`config.mk`:
```
export PLATFORM = sky130hd
export DESIGN_NAME = codec_serial_audio_port
export DESIGN_NICKNAME = d
export VERILOG_FILES = /design/src/design/codec_serial_audio_port.v /design/src/design/pin_sync.v
export VERILOG_INCLUDE_DIRS = /design/src /design/src/design
export SDC_FILE = /design/constraint.sdc
export NUM_CORES = 1
export LEC_CHECK = 0
export ABC_AREA = 1
export BUFFER_PORTS_ARGS = -buffer_cell sky130_fd_sc_hd__clkbuf_2
export CORE_MARGIN = 4
export CORE_UTILIZATION = 56
export CTS_CLUSTER_DIAMETER = 100
export CTS_CLUSTER_SIZE = 14
export DETAILED_ROUTE_END_ITERATION = 10
export PLACE_DENSITY_LB_ADDON = 0.25
export SLEW_MARGIN = 40
export SYNTH_ARGS = -nofsm -noshare
export SYNTH_HDL_FRONTEND = slang
export SYNTH_SLANG_ARGS = --single-unit
```
`constraint.sdc`:
```
create_clock -name clk -period 2.7 [get_ports clk]
set_clock_uncertainty 0.05 [all_clocks]
set_input_delay 0.81 -clock clk [delete_from_list [all_inputs] [get_ports clk]]
set_output_delay 0.81 -clock clk [all_outputs]
set_load 0.01 [all_outputs]
```
`src/design/codec_serial_audio_port_defines.vh`:
```
// Constants of the serial audio port: frame layout, clock ratios, reset values
`ifndef CODEC_SERIAL_AUDIO_PORT_DEFINES_VH
`define CODEC_SERIAL_AUDIO_PORT_DEFINES_VH

// ************************************************************
// Frame layout
// ************************************************************
`define SAP_SAMPLE_W          16
`define SAP_SLOT_LEN          5'd16
`define SAP_LAST_SLOT_OFF     5'd15
`define SAP_SLOT1_START       5'd0
`define SAP_SLOT2_START       5'd16
`define SAP_SLOT2_START_OPT   5'd1
`define SAP_LAST_BIT_IDX      5'd31
`define SAP_FRAME_BITS        32
`define SAP_OPT_FRAME_BITS    17

// ************************************************************
// Clock ratios (master clock = clk)
// ************************************************************
`define SAP_CLK_PER_FRAME     256
// Half bit period in clk cycles at divider 1: 256 / 32 / 2
`define SAP_HALF_BIT_BASE     5'd4
`define SAP_DIV_BY_1          2'b00
`define SAP_DIV_BY_2          2'b01
`define SAP_DIV_BY_4          2'b10

// ************************************************************
// Reset values of the configuration
// ************************************************************
`define SAP_RST_MASTER        1'b0
`define SAP_RST_LONG_SYNC     1'b0
`define SAP_RST_OPT_FRAME     1'b0
`define SAP_RST_TX_SLOT       1'b0
`define SAP_RST_RX_SLOT       1'b0
`define SAP_RST_DIV_SEL       2'b00

`endif

```
`src/design/codec_serial_audio_port.v`:
```
// Serial audio port of a voice codec: framing, bit clocking, sample shifting
//
// What this block does
// - One data bit moves each direction per bit clock period.
// - Frame sync marks each sample word; its rate is the sampling rate.
// - Received serial data goes to DAC side; ADC samples go out serially.
// - One bit clock and one frame sync time both directions.
// - Short single-cycle or long frame sync, chosen by configuration.
// - Two slots per frame; configuration picks transmit and receive slot.
// - Input data changes on rising edge; codec samples it on falling edge.
// - Codec updates output data on rising edge; partner captures on falling.
// - Every frame sync rising edge starts a new frame both directions.
// - Optimised long frame is 17 periods; slot one shrinks, data in slot two.
// - The 17-period frame is accepted only in slave operation.
// - As master, frame rate is master clock over 256 times divider 1, 2 or 4; as slave the partner's sync sets it.
// - As master, codec drives bit clock at 32x frame rate, long sync only.
// - After reset the port is slave with short frame sync.
// - Slot one is periods 0 to 15, slot two periods 16 to 31.
`timescale 1ns/1ns
`default_nettype none
`include "codec_serial_audio_port_defines.vh"

module codec_serial_audio_port #(
    parameter SAMPLE_W = `SAP_SAMPLE_W
) (
    input  wire                clk,
    input  wire                rst,
    input  wire                cfg_load,
    input  wire                cfg_master,
    input  wire                cfg_long_sync,
    input  wire                cfg_opt_frame,
    input  wire                cfg_tx_slot,
    input  wire                cfg_rx_slot,
    input  wire [1:0]          cfg_div_sel,
    input  wire                bit_clk_in,
    output reg                 bit_clk_out,
    output reg                 bit_clk_oe,
    input  wire                frame_sync_in,
    output reg                 frame_sync_out,
    output reg                 frame_sync_oe,
    input  wire                serial_in_line,
    output reg                 serial_out_line,
    input  wire [SAMPLE_W-1:0] adc_sample,
    output reg                 adc_taken,
    output reg  [SAMPLE_W-1:0] dac_sample,
    output reg                 dac_valid,
    output reg                 frame_start,
    output reg                 master_active,
    output reg                 long_sync_format,
    output reg                 short_sync_format
);

    // ************************************************************
    // Configuration
    // ************************************************************
    reg       master_q;
    reg       long_q;
    reg       opt_q;
    reg       tx_slot_q;
    reg       rx_slot_q;
    reg [1:0] div_q;

    always @(posedge clk) begin
        if (rst) begin
            master_q  <= `SAP_RST_MASTER;
            long_q    <= `SAP_RST_LONG_SYNC;
            opt_q     <= `SAP_RST_OPT_FRAME;
            tx_slot_q <= `SAP_RST_TX_SLOT;
            rx_slot_q <= `SAP_RST_RX_SLOT;
            div_q     <= `SAP_RST_DIV_SEL;
        end else if (cfg_load) begin
            master_q  <= cfg_master;
            long_q    <= cfg_long_sync;
            opt_q     <= cfg_opt_frame;
            tx_slot_q <= cfg_tx_slot;
            rx_slot_q <= cfg_rx_slot;
            // Reserved divider code falls back to 1
            div_q     <= (cfg_div_sel == 2'b11) ? `SAP_DIV_BY_1 : cfg_div_sel;
        end
    end

    wire long_eff = master_q | long_q;
    wire opt_eff  = ~master_q & long_q & opt_q;
    // optimised frame carries data in slot two
    wire tx_slot_eff = opt_eff | tx_slot_q;
    wire rx_slot_eff = opt_eff | rx_slot_q;
    wire [4:0] slot2_start = opt_eff ? `SAP_SLOT2_START_OPT : `SAP_SLOT2_START;
    wire [4:0] tx_start    = tx_slot_eff ? slot2_start : `SAP_SLOT1_START;
    wire [4:0] rx_start    = rx_slot_eff ? slot2_start : `SAP_SLOT1_START;

    // ************************************************************
    // Pin synchronisers
    // ************************************************************
    wire [2:0] pins_s;
    pin_sync #(
        .W          (3)
    ) u_pin_sync (
        .clk        (clk),
        .rst        (rst),
        .pin_async  ({serial_in_line, frame_sync_in, bit_clk_in}),
        .pin_synced (pins_s)
    );
    wire bclk_s  = pins_s[0];
    wire frame_sync_s = pins_s[1];
    wire sdi_s   = pins_s[2];

    reg bclk_d_q;
    always @(posedge clk) begin
        if (rst) begin
            bclk_d_q <= 1'b0;
        end else begin
            bclk_d_q <= bclk_s;
        end
    end

    // ************************************************************
    // Master bit clock generator
    // ************************************************************
    // half bit period is 4 x divider clk cycles, so 256 x divider per frame
    wire [4:0] half_lim = `SAP_HALF_BIT_BASE << div_q;
    reg  [4:0] half_cnt_q;
    reg        bclk_gen_q;
    // Compare with >= so a divider lowered mid-count does not wrap the counter
    wire       half_tick = (half_cnt_q >= half_lim - 5'd1);

    always @(posedge clk) begin
        if (rst) begin
            half_cnt_q <= 5'd0;
            bclk_gen_q <= 1'b0;
        end else if (!master_q) begin
            half_cnt_q <= 5'd0;
            bclk_gen_q <= 1'b0;
        end else if (half_tick) begin
            half_cnt_q <= 5'd0;
            bclk_gen_q <= ~bclk_gen_q;
        end else begin
            half_cnt_q <= half_cnt_q + 5'd1;
        end
    end

    // ************************************************************
    // Bit clock edges
    // ************************************************************
    // one clock for both directions
    wire rise_ev = master_q ? (half_tick & ~bclk_gen_q) : (bclk_s & ~bclk_d_q);
    wire fall_ev = master_q ? (half_tick &  bclk_gen_q) : (~bclk_s & bclk_d_q);

    // ************************************************************
    // Frame position
    // ************************************************************
    reg  [4:0] bit_idx_q;
    reg        in_frame_q;
    reg        fs_fall_q;

    // short sync seen at fall, long sync at rise
    wire start_slave = long_eff ? (frame_sync_s & ~fs_fall_q) : fs_fall_q;
    wire start_now   = master_q ? (bit_idx_q == `SAP_LAST_BIT_IDX) : start_slave;
    wire       at_end    = (bit_idx_q == `SAP_LAST_BIT_IDX);
    reg  [4:0] idx_n;
    reg        frame_ok;

    // Index holds at 31 until the next sync and the frame closes there,
    // so missing syncs neither wrap nor repeat the last slot bit
    always @* begin
        idx_n    = bit_idx_q;
        frame_ok = 1'b0;
        if (start_now) begin
            idx_n    = 5'd0;
            frame_ok = 1'b1;
        end else if (!at_end) begin
            idx_n    = bit_idx_q + 5'd1;
            frame_ok = in_frame_q;
        end
    end

    always @(posedge clk) begin
        if (rst) begin
            bit_idx_q  <= `SAP_LAST_BIT_IDX;
            in_frame_q <= 1'b0;
        end else if (rise_ev) begin
            bit_idx_q  <= idx_n;
            in_frame_q <= frame_ok;
        end
    end

    always @(posedge clk) begin
        if (rst) begin
            fs_fall_q <= 1'b0;
        end else if (fall_ev) begin
            fs_fall_q <= master_q ? 1'b0 : frame_sync_s;
        end
    end

    // ************************************************************
    // Transmit path
    // ************************************************************
    wire [4:0] tx_off  = idx_n - tx_start;
    wire       tx_in   = frame_ok & (idx_n >= tx_start) & (tx_off < `SAP_SLOT_LEN);
    reg  [SAMPLE_W-1:0] tx_sh_q;

    always @(posedge clk) begin
        if (rst) begin
            tx_sh_q         <= {SAMPLE_W{1'b0}};
            serial_out_line <= 1'b0;
            adc_taken       <= 1'b0;
        end else begin
            adc_taken <= 1'b0;
            if (rise_ev) begin
                if (tx_in && tx_off == 5'd0) begin
                    serial_out_line <= adc_sample[SAMPLE_W-1];
                    tx_sh_q         <= {adc_sample[SAMPLE_W-2:0], 1'b0};
                    adc_taken       <= 1'b1;
                end else if (tx_in) begin
                    serial_out_line <= tx_sh_q[SAMPLE_W-1];
                    tx_sh_q         <= {tx_sh_q[SAMPLE_W-2:0], 1'b0};
                end else begin
                    serial_out_line <= 1'b0;
                end
            end
        end
    end

    // ************************************************************
    // Receive path
    // ************************************************************
    wire [4:0] rx_off = bit_idx_q - rx_start;
    wire       rx_in  = in_frame_q & (bit_idx_q >= rx_start) & (rx_off < `SAP_SLOT_LEN);
    reg  [SAMPLE_W-1:0] rx_sh_q;

    always @(posedge clk) begin
        if (rst) begin
            rx_sh_q    <= {SAMPLE_W{1'b0}};
            dac_sample <= {SAMPLE_W{1'b0}};
            dac_valid  <= 1'b0;
        end else begin
            dac_valid <= 1'b0;
            if (fall_ev && rx_in) begin
                rx_sh_q <= {rx_sh_q[SAMPLE_W-2:0], sdi_s};
                if (rx_off == `SAP_LAST_SLOT_OFF) begin
                    dac_sample <= {rx_sh_q[SAMPLE_W-2:0], sdi_s};
                    dac_valid  <= 1'b1;
                end
            end
        end
    end

    // ************************************************************
    // Pin drivers
    // ************************************************************
    always @(posedge clk) begin
        if (rst) begin
            bit_clk_out       <= 1'b0;
            bit_clk_oe        <= 1'b0;
            frame_sync_out    <= 1'b0;
            frame_sync_oe     <= 1'b0;
        end else begin
            bit_clk_out    <= master_q & (rise_ev ? 1'b1 : fall_ev ? 1'b0 : bit_clk_out);
            bit_clk_oe     <= master_q;
            frame_sync_oe  <= master_q;
            if (!master_q) begin
                frame_sync_out <= 1'b0;
            end else if (rise_ev) begin
                frame_sync_out <= (idx_n < `SAP_SLOT_LEN);
            end
        end
    end

    // ************************************************************
    // Status
    // ************************************************************
    always @(posedge clk) begin
        if (rst) begin
            frame_start       <= 1'b0;
            master_active     <= 1'b0;
            long_sync_format  <= 1'b0;
            short_sync_format <= 1'b1;
        end else begin
            frame_start       <= rise_ev & start_now;
            master_active     <= master_q;
            long_sync_format  <= long_eff;
            short_sync_format <= ~long_eff;
        end
    end

endmodule // codec_serial_audio_port

`default_nettype wire

```
`src/design/pin_sync.v`:
```
// Two-flop synchroniser for a group of asynchronous pin inputs
`timescale 1ns/1ns
`default_nettype none

module pin_sync #(
    parameter W = 3
) (
    input  wire         clk,
    input  wire         rst,
    input  wire [W-1:0] pin_async,
    output wire [W-1:0] pin_synced
);

    // ************************************************************
    // One synchroniser per pin
    // ************************************************************
    genvar i;
    generate
        for (i = 0; i < W; i = i + 1) begin : g_bit
            reg meta_q;
            reg stable_q;
            always @(posedge clk) begin
                if (rst) begin
                    meta_q   <= 1'b0;
                    stable_q <= 1'b0;
                end else begin
                    meta_q   <= pin_async[i];
                    stable_q <= meta_q;
                end
            end
            assign pin_synced[i] = stable_q;
        end
    endgenerate

endmodule // pin_sync

`default_nettype wire

```
* Word level (Yosys, flattened, before mapping)
Cells that the tools add are included.
** Word-level totals
- Bits in registers :: 83
- Input port bits :: 29
- Output and inout bits :: 27
- Word-level logic and storage cells :: 100
** Cells by class
- Add/subtract/negate cells :: 5
- Magnitude comparators :: 6
- Eq/ne operators :: 3
- Shifts and indexed selects :: 1
- Muxes and demuxes :: 21
- Bitwise logic cells :: 24
- Reduce and logical (&&, ||, !) cells :: 10
** Operator list (number)
- two-way mux 16 bit :: 2
- two-way mux 5 bit :: 5
- greater-or-equal comparator 5 bit :: 3
- < comparator 5 bit (second input constant) :: 3
- bitwise AND 1 bit :: 13
- two-way mux 1 bit :: 13
- adder 5 x 1 -> 5 bit (second input constant) :: 2
- subtractor 5 bit :: 2
- NOT 1 bit :: 8
- OR reduction 2 bit :: 3
- equality test 5 x 4 -> 1 bit (second input constant) :: 1
- equality test 5 bit (second input constant) :: 1
- zero test 5 bit :: 1
- << shifter 3 x 2 -> 5 bit (first input constant) :: 1
- subtractor 5 x 1 -> 5 bit (second input constant) :: 1
- AND reduction 2 bit :: 2
- bitwise OR 1 bit :: 3
- OR reduction 3 bit :: 1
- equality test 2 bit (second input constant) :: 1
- logical AND 1 bit :: 2
- two-way mux 2 bit :: 1
- nonzero test 2 bit :: 1

* Depth between registers and ports, before layout
- Word-level depth :: 11
- Depth in mapped cells :: 18
- Mapped depth without buffers :: 17

* Hierarchy
From an unflattened synthesis, not the netlist that was laid out.
** Second synthesis, totals
- Cells, all modules :: 501
- Area total of the unflattened synthesis :: 3822.4 um2
** Modules (own cells, without submodules)
- codec_serial_audio_port :: times used 1, cells an instance 480, area each 3634.7 um2, seq. area each 1521.5 um2
- pin_sync :: times used 1, cells an instance 21, area each 187.7 um2, seq. area each 120.1 um2

* Worst setup path before layout
No wires, ideal clock.
- Path kind :: register -> register
- Start point :: reg bit_idx_q[1]
- End point :: reg tx_sh_q[10]
- Setup time :: 0.115 ns
- Arrival time :: 2.288 ns
- Data required time :: 2.535 ns
- Setup slack :: 0.246 ns
- Cell stages (with the launch flop) :: 17
- Path buffers :: 1
- Clock period less this slack :: 2.454 ns
- Cells stage by stage :: dfxtp_1 ha_1 nand3_2 nor2_2 nand2_1 nand2_1 a21oi_1 ha_1 inv_1 o21ai_0 nand2_1 nor2_2 nor2_2 nand3_4 inv_2 buf_6 a21oi_2
** Between the ends
- Longest elaborated chain between the ends :: 9
- Elaborated cells on any way between the ends :: 17
- Those cells by class :: add/sub (2); order compare (2); eq/ne (1); mux (6); bitwise (2); reduce/logical (4)
** Ends and longest elaborated chain
- start, declared :: line codec_serial_audio_port.v:151 : reg [4:0] bit_idx_q;
- start signal, assigned :: line codec_serial_audio_port.v:178 : bit_idx_q <= `SAP_LAST_BIT_IDX;
- start signal, assigned :: line codec_serial_audio_port.v:181 : bit_idx_q <= idx_n;
- adder 5 x 1 -> 5 bit / equality test 5 bit (equally long branches)
- two-way mux 5 bit / two-way mux 1 bit (equally long branches) :: line codec_serial_audio_port.v:170, codec_serial_audio_port.v:157
- two-way mux 5 bit * :: line codec_serial_audio_port.v:167 : if (start_now) begin
- named net idx_n[4] :: line codec_serial_audio_port.v:159 : reg [4:0] idx_n;
- subtractor 5 bit / greater-or-equal comparator 5 bit (equally long branches) :: line codec_serial_audio_port.v:197, codec_serial_audio_port.v:198
- < comparator 5 bit (no source line) / bitwise AND 1 bit (equally long branches)
- bitwise AND 1 bit :: line codec_serial_audio_port.v:198 : wire tx_in = frame_ok & (idx_n >= tx_start) & (tx_off < `SAP_SLOT_LEN);
- logical AND 1 bit :: line codec_serial_audio_port.v:209 : if (tx_in && tx_off == 5'd0) begin
- nonzero test 2 bit (no source line)
- AND reduction 2 bit (no source line)
- end signal, assigned :: line codec_serial_audio_port.v:203 : tx_sh_q <= {SAMPLE_W{1'b0}};
- end signal, assigned :: line codec_serial_audio_port.v:211 : tx_sh_q <= {adc_sample[SAMPLE_W-2:0], 1'b0};
- end signal, assigned :: line codec_serial_audio_port.v:215 : tx_sh_q <= {tx_sh_q[SAMPLE_W-2:0], 1'b0};
- end, declared :: line codec_serial_audio_port.v:199 : reg [SAMPLE_W-1:0] tx_sh_q;
Mark *: on every way through the listed nets, which the timed path passes. The rest lies on a longest branch.
A chain may end at the register's enable or synchronous reset.

* Final worst setup path
- Start point :: reg bit_idx_q[1]
- End point :: reg tx_sh_q[2]
Same word-level chain as after synthesis.

==> results.tsv <==
metric	value	unit
syn_area_per_cell	7.457	um2
fin_cells	642	
synth_top_area_share	44.20	%
numPortBuffers	55	
clkLatencyLatePin	350	ps
wl_per_cell	12.46	um
initial_core_util	58.15	%
clkPwrFrac	40.0	%
cap_violations	0	
fmax	392.3	MHz
viasPerCell	5.048	
syn_inst	498	
met3_usage	5.346	%
htree_levels	3	
power_leakage	2.059	nW
met2_usage	36.03	%
power_frac_comb	11.0	%
arrival	2780	ps
period_share	94.40	%
drv_slew	0	
powerDensity	582.7	nW/um2
path_clk_slew	90	ps
overflow	0	
synth_area	3714	um2
synth_nets	537	
drc	0	
whs	345.1	ps
slew-limit-headroom	65.71	%
fin_area	4364	um2
tritoncts	built	
dr.pass1.iters	4	
worstSetupPathType	reg -> reg	
dpl_cell_area	4099	um2
cp.required	2930	ps
yosysTopAreaCell	dfxtp_1	
power.share.sequential	49.0	%
fp.dieW	89.44	um
ys_warn_count	0	
final_nets	599	
track_usage	21.44	%
hp-class	reg -> reg	
switchingPower	0.6706	mW
p_int	1.872	mW
rows	29	
fp.dieH	89.44	um
timing.final.ws_setup	151.2	ps
ys_types	36	
setup_violations	0	
worst_pin_slew	510.1	ps
grt_pass1_wl	13.43	mm
cts_buffers	9	
synth.ff_latch_count	82	
dp_hpwl	5.547	mm
synth-seq-area-share	44.20	%
dp_slack	66.56	ps
hold_viol_final	0	
status	finished clean	
antenna_found_initial	0	
clockRootBuffer	clkbuf_8	
post_cts_buffers	0	
core	6386	um2
io_pins	56	
synthTopCellsByArea	dfxtp_1, nand2_1, nor2_1	
final_core_util	68.34	%
routabilityCongestion	0.9679	
busiest_layer	met2	
routed_wirelength	7.999	mm
critPathMaxFanout	9	
switching_share	26.37	%
area_growth	17.52	%
antennaDiodeCount	0	
cp-end-kind	flip-flop	
die-area	7999	um2
grt_start_max_net_pins	31	
peakVddDrop	0.0004492	V
fin_crit	2549	ps
place_inst	626	
vias	3241	
startpoint_type	flip-flop	
power	2.543	mW
ant_nets	0	
cts.sinks	82	
grt_util_met1	26.96	%
clock_path_buffers	2	
drt_iter0_markers	93	
setup-tns-final	0	ps
grt_pass1_vias	3030	
drive_above_1_share	23.01	%
synthesized netlist by cell type:
| master | instances |
|---|---|
| o21ai_0 | 28 |
| or2_1 | 7 |
| nand3_4 | 3 |
| nand2_2 | 4 |
| nand3_2 | 3 |
| buf_2 | 4 |
| o211ai_1 | 3 |
| o211a_1 | 1 |
| nor4_2 | 1 |
| or2_2 | 6 |
| buf_6 | 3 |
| a211oi_1 | 1 |
| clkbuf_2 | 1 |
| dfxtp_1 | 82 |
| clkbuf_1 | 7 |
| nor2_2 | 6 |
| nand3_1 | 26 |
| nor3b_1 | 1 |
| inv_1 | 52 |
| buf_1 | 1 |
| xnor2_1 | 2 |
| a21boi_0 | 1 |
| nand4_1 | 3 |
| nand2_1 | 125 |
| ha_1 | 10 |
| nor2_1 | 63 |
| or2_0 | 2 |
| nand2_4 | 1 |
| xor2_1 | 1 |
| nor2_4 | 2 |
| a21oi_2 | 10 |
| buf_4 | 3 |
| nand4_2 | 1 |
| inv_2 | 2 |
| a21oi_1 | 31 |
| o21ai_4 | 1 |
critical path, stage by stage, from the launching register on:
cell and delay [ps]:
dfxtp_1 370, ha_4 170, nand3_2 110, nor2_4 120
nand2_1 100, nand2_2 100, a21oi_1 60, ha_1 290
inv_1 100, o21ai_0 110, nand2_1 120, nor2_2 60
nor2_4 130, nand3_4 130, buf_4 200, nand2_1 60
nand2_1 40, a21oi_1 120
flip-flops by register name, summed over array words and instances (netlist names), 2 cells and up:
signal                     flops
dac_sample                    16
u_pin_sync.g_bit.stable_q      3
bit_idx_q                      5
div_q                          2
tx_sh_q                       15
u_pin_sync.g_bit.meta_q        3
rx_sh_q                       15
half_cnt_q                     5
layout by cell type, fill, tap and decap left out, types with 4 or more instances in the layout:
cell type    n
clkbuf_2    55
clkbuf_8     9
o21ai_0     28
nor2_2       4
or2_2        6
a21oi_1     31
nand2_1    124
a21oi_2     10
nor2_4       4
dfxtp_1     80
or2_1        7
ha_1         9
nor2_1      63
nand3_1     26
nand2_2      4
buf_4       14
inv_1       52
power groups by stage:
stage,Combinational (mW),Sequential (mW),Clock (mW)
after floorplan,0.190,1.27,0
after global placement,0.262,1.27,0
after detailed placement,0.267,1.27,0
after CTS,0.271,1.24,1.04
after global routing,0.313,1.25,1.10
final,0.281,1.25,1.02
routing by layer:
| metal | vias to the layer above | share of wire (%) |
|---|---|---|
| li1 | 1690 | - |
| met1 | 1452 | 45 |
| met2 | 91 | 47 |
| met3 | 8 | 6.8 |
| met4 | 0 | 1.2 |
| met5 | - | 0 |
final cells by class:
cell class,count,area (um2)
Multi-Input combinational cell,343,1788
Clock buffer,9,123.9
Timing Repair Buffer,70,400.4
Clock inverter,7,108.9
Tap cell,77,96.34
Sequential cell,82,1644
Fill cell,537,2022
Inverter,54,202.7
cell families after synthesis:
| logic type | synth area share [%] |
|---|---|
| compound gates | 12.03 |
| xor+xnor | 0.7077 |
| fa+ha+maj | 3.369 |
| buf+inv | 8.457 |
| flops | 44.20 |
| simple gates | 31.23 |
worst paths after layout:
path                              startpoint                      endpoint  slack [ps]  depth (start not counted)
setup / recovery                bit_idx_q[1]                    tx_sh_q[2]         150                         17
hold / removal    u_pin_sync.g_bit[2].meta_q  u_pin_sync.g_bit[2].stable_q         350                          2
setup reg to reg                bit_idx_q[1]                    tx_sh_q[2]         150                         17
hold reg to reg   u_pin_sync.g_bit[2].meta_q  u_pin_sync.g_bit[2].stable_q         350                          2
repair_timing:
item,in CTS,in global routing
endpoints found under the setup margin,0,27
hold buffers,0,0
gates resized for setup,0,8
Note: power is estimated with default switching activity, not from simulation.
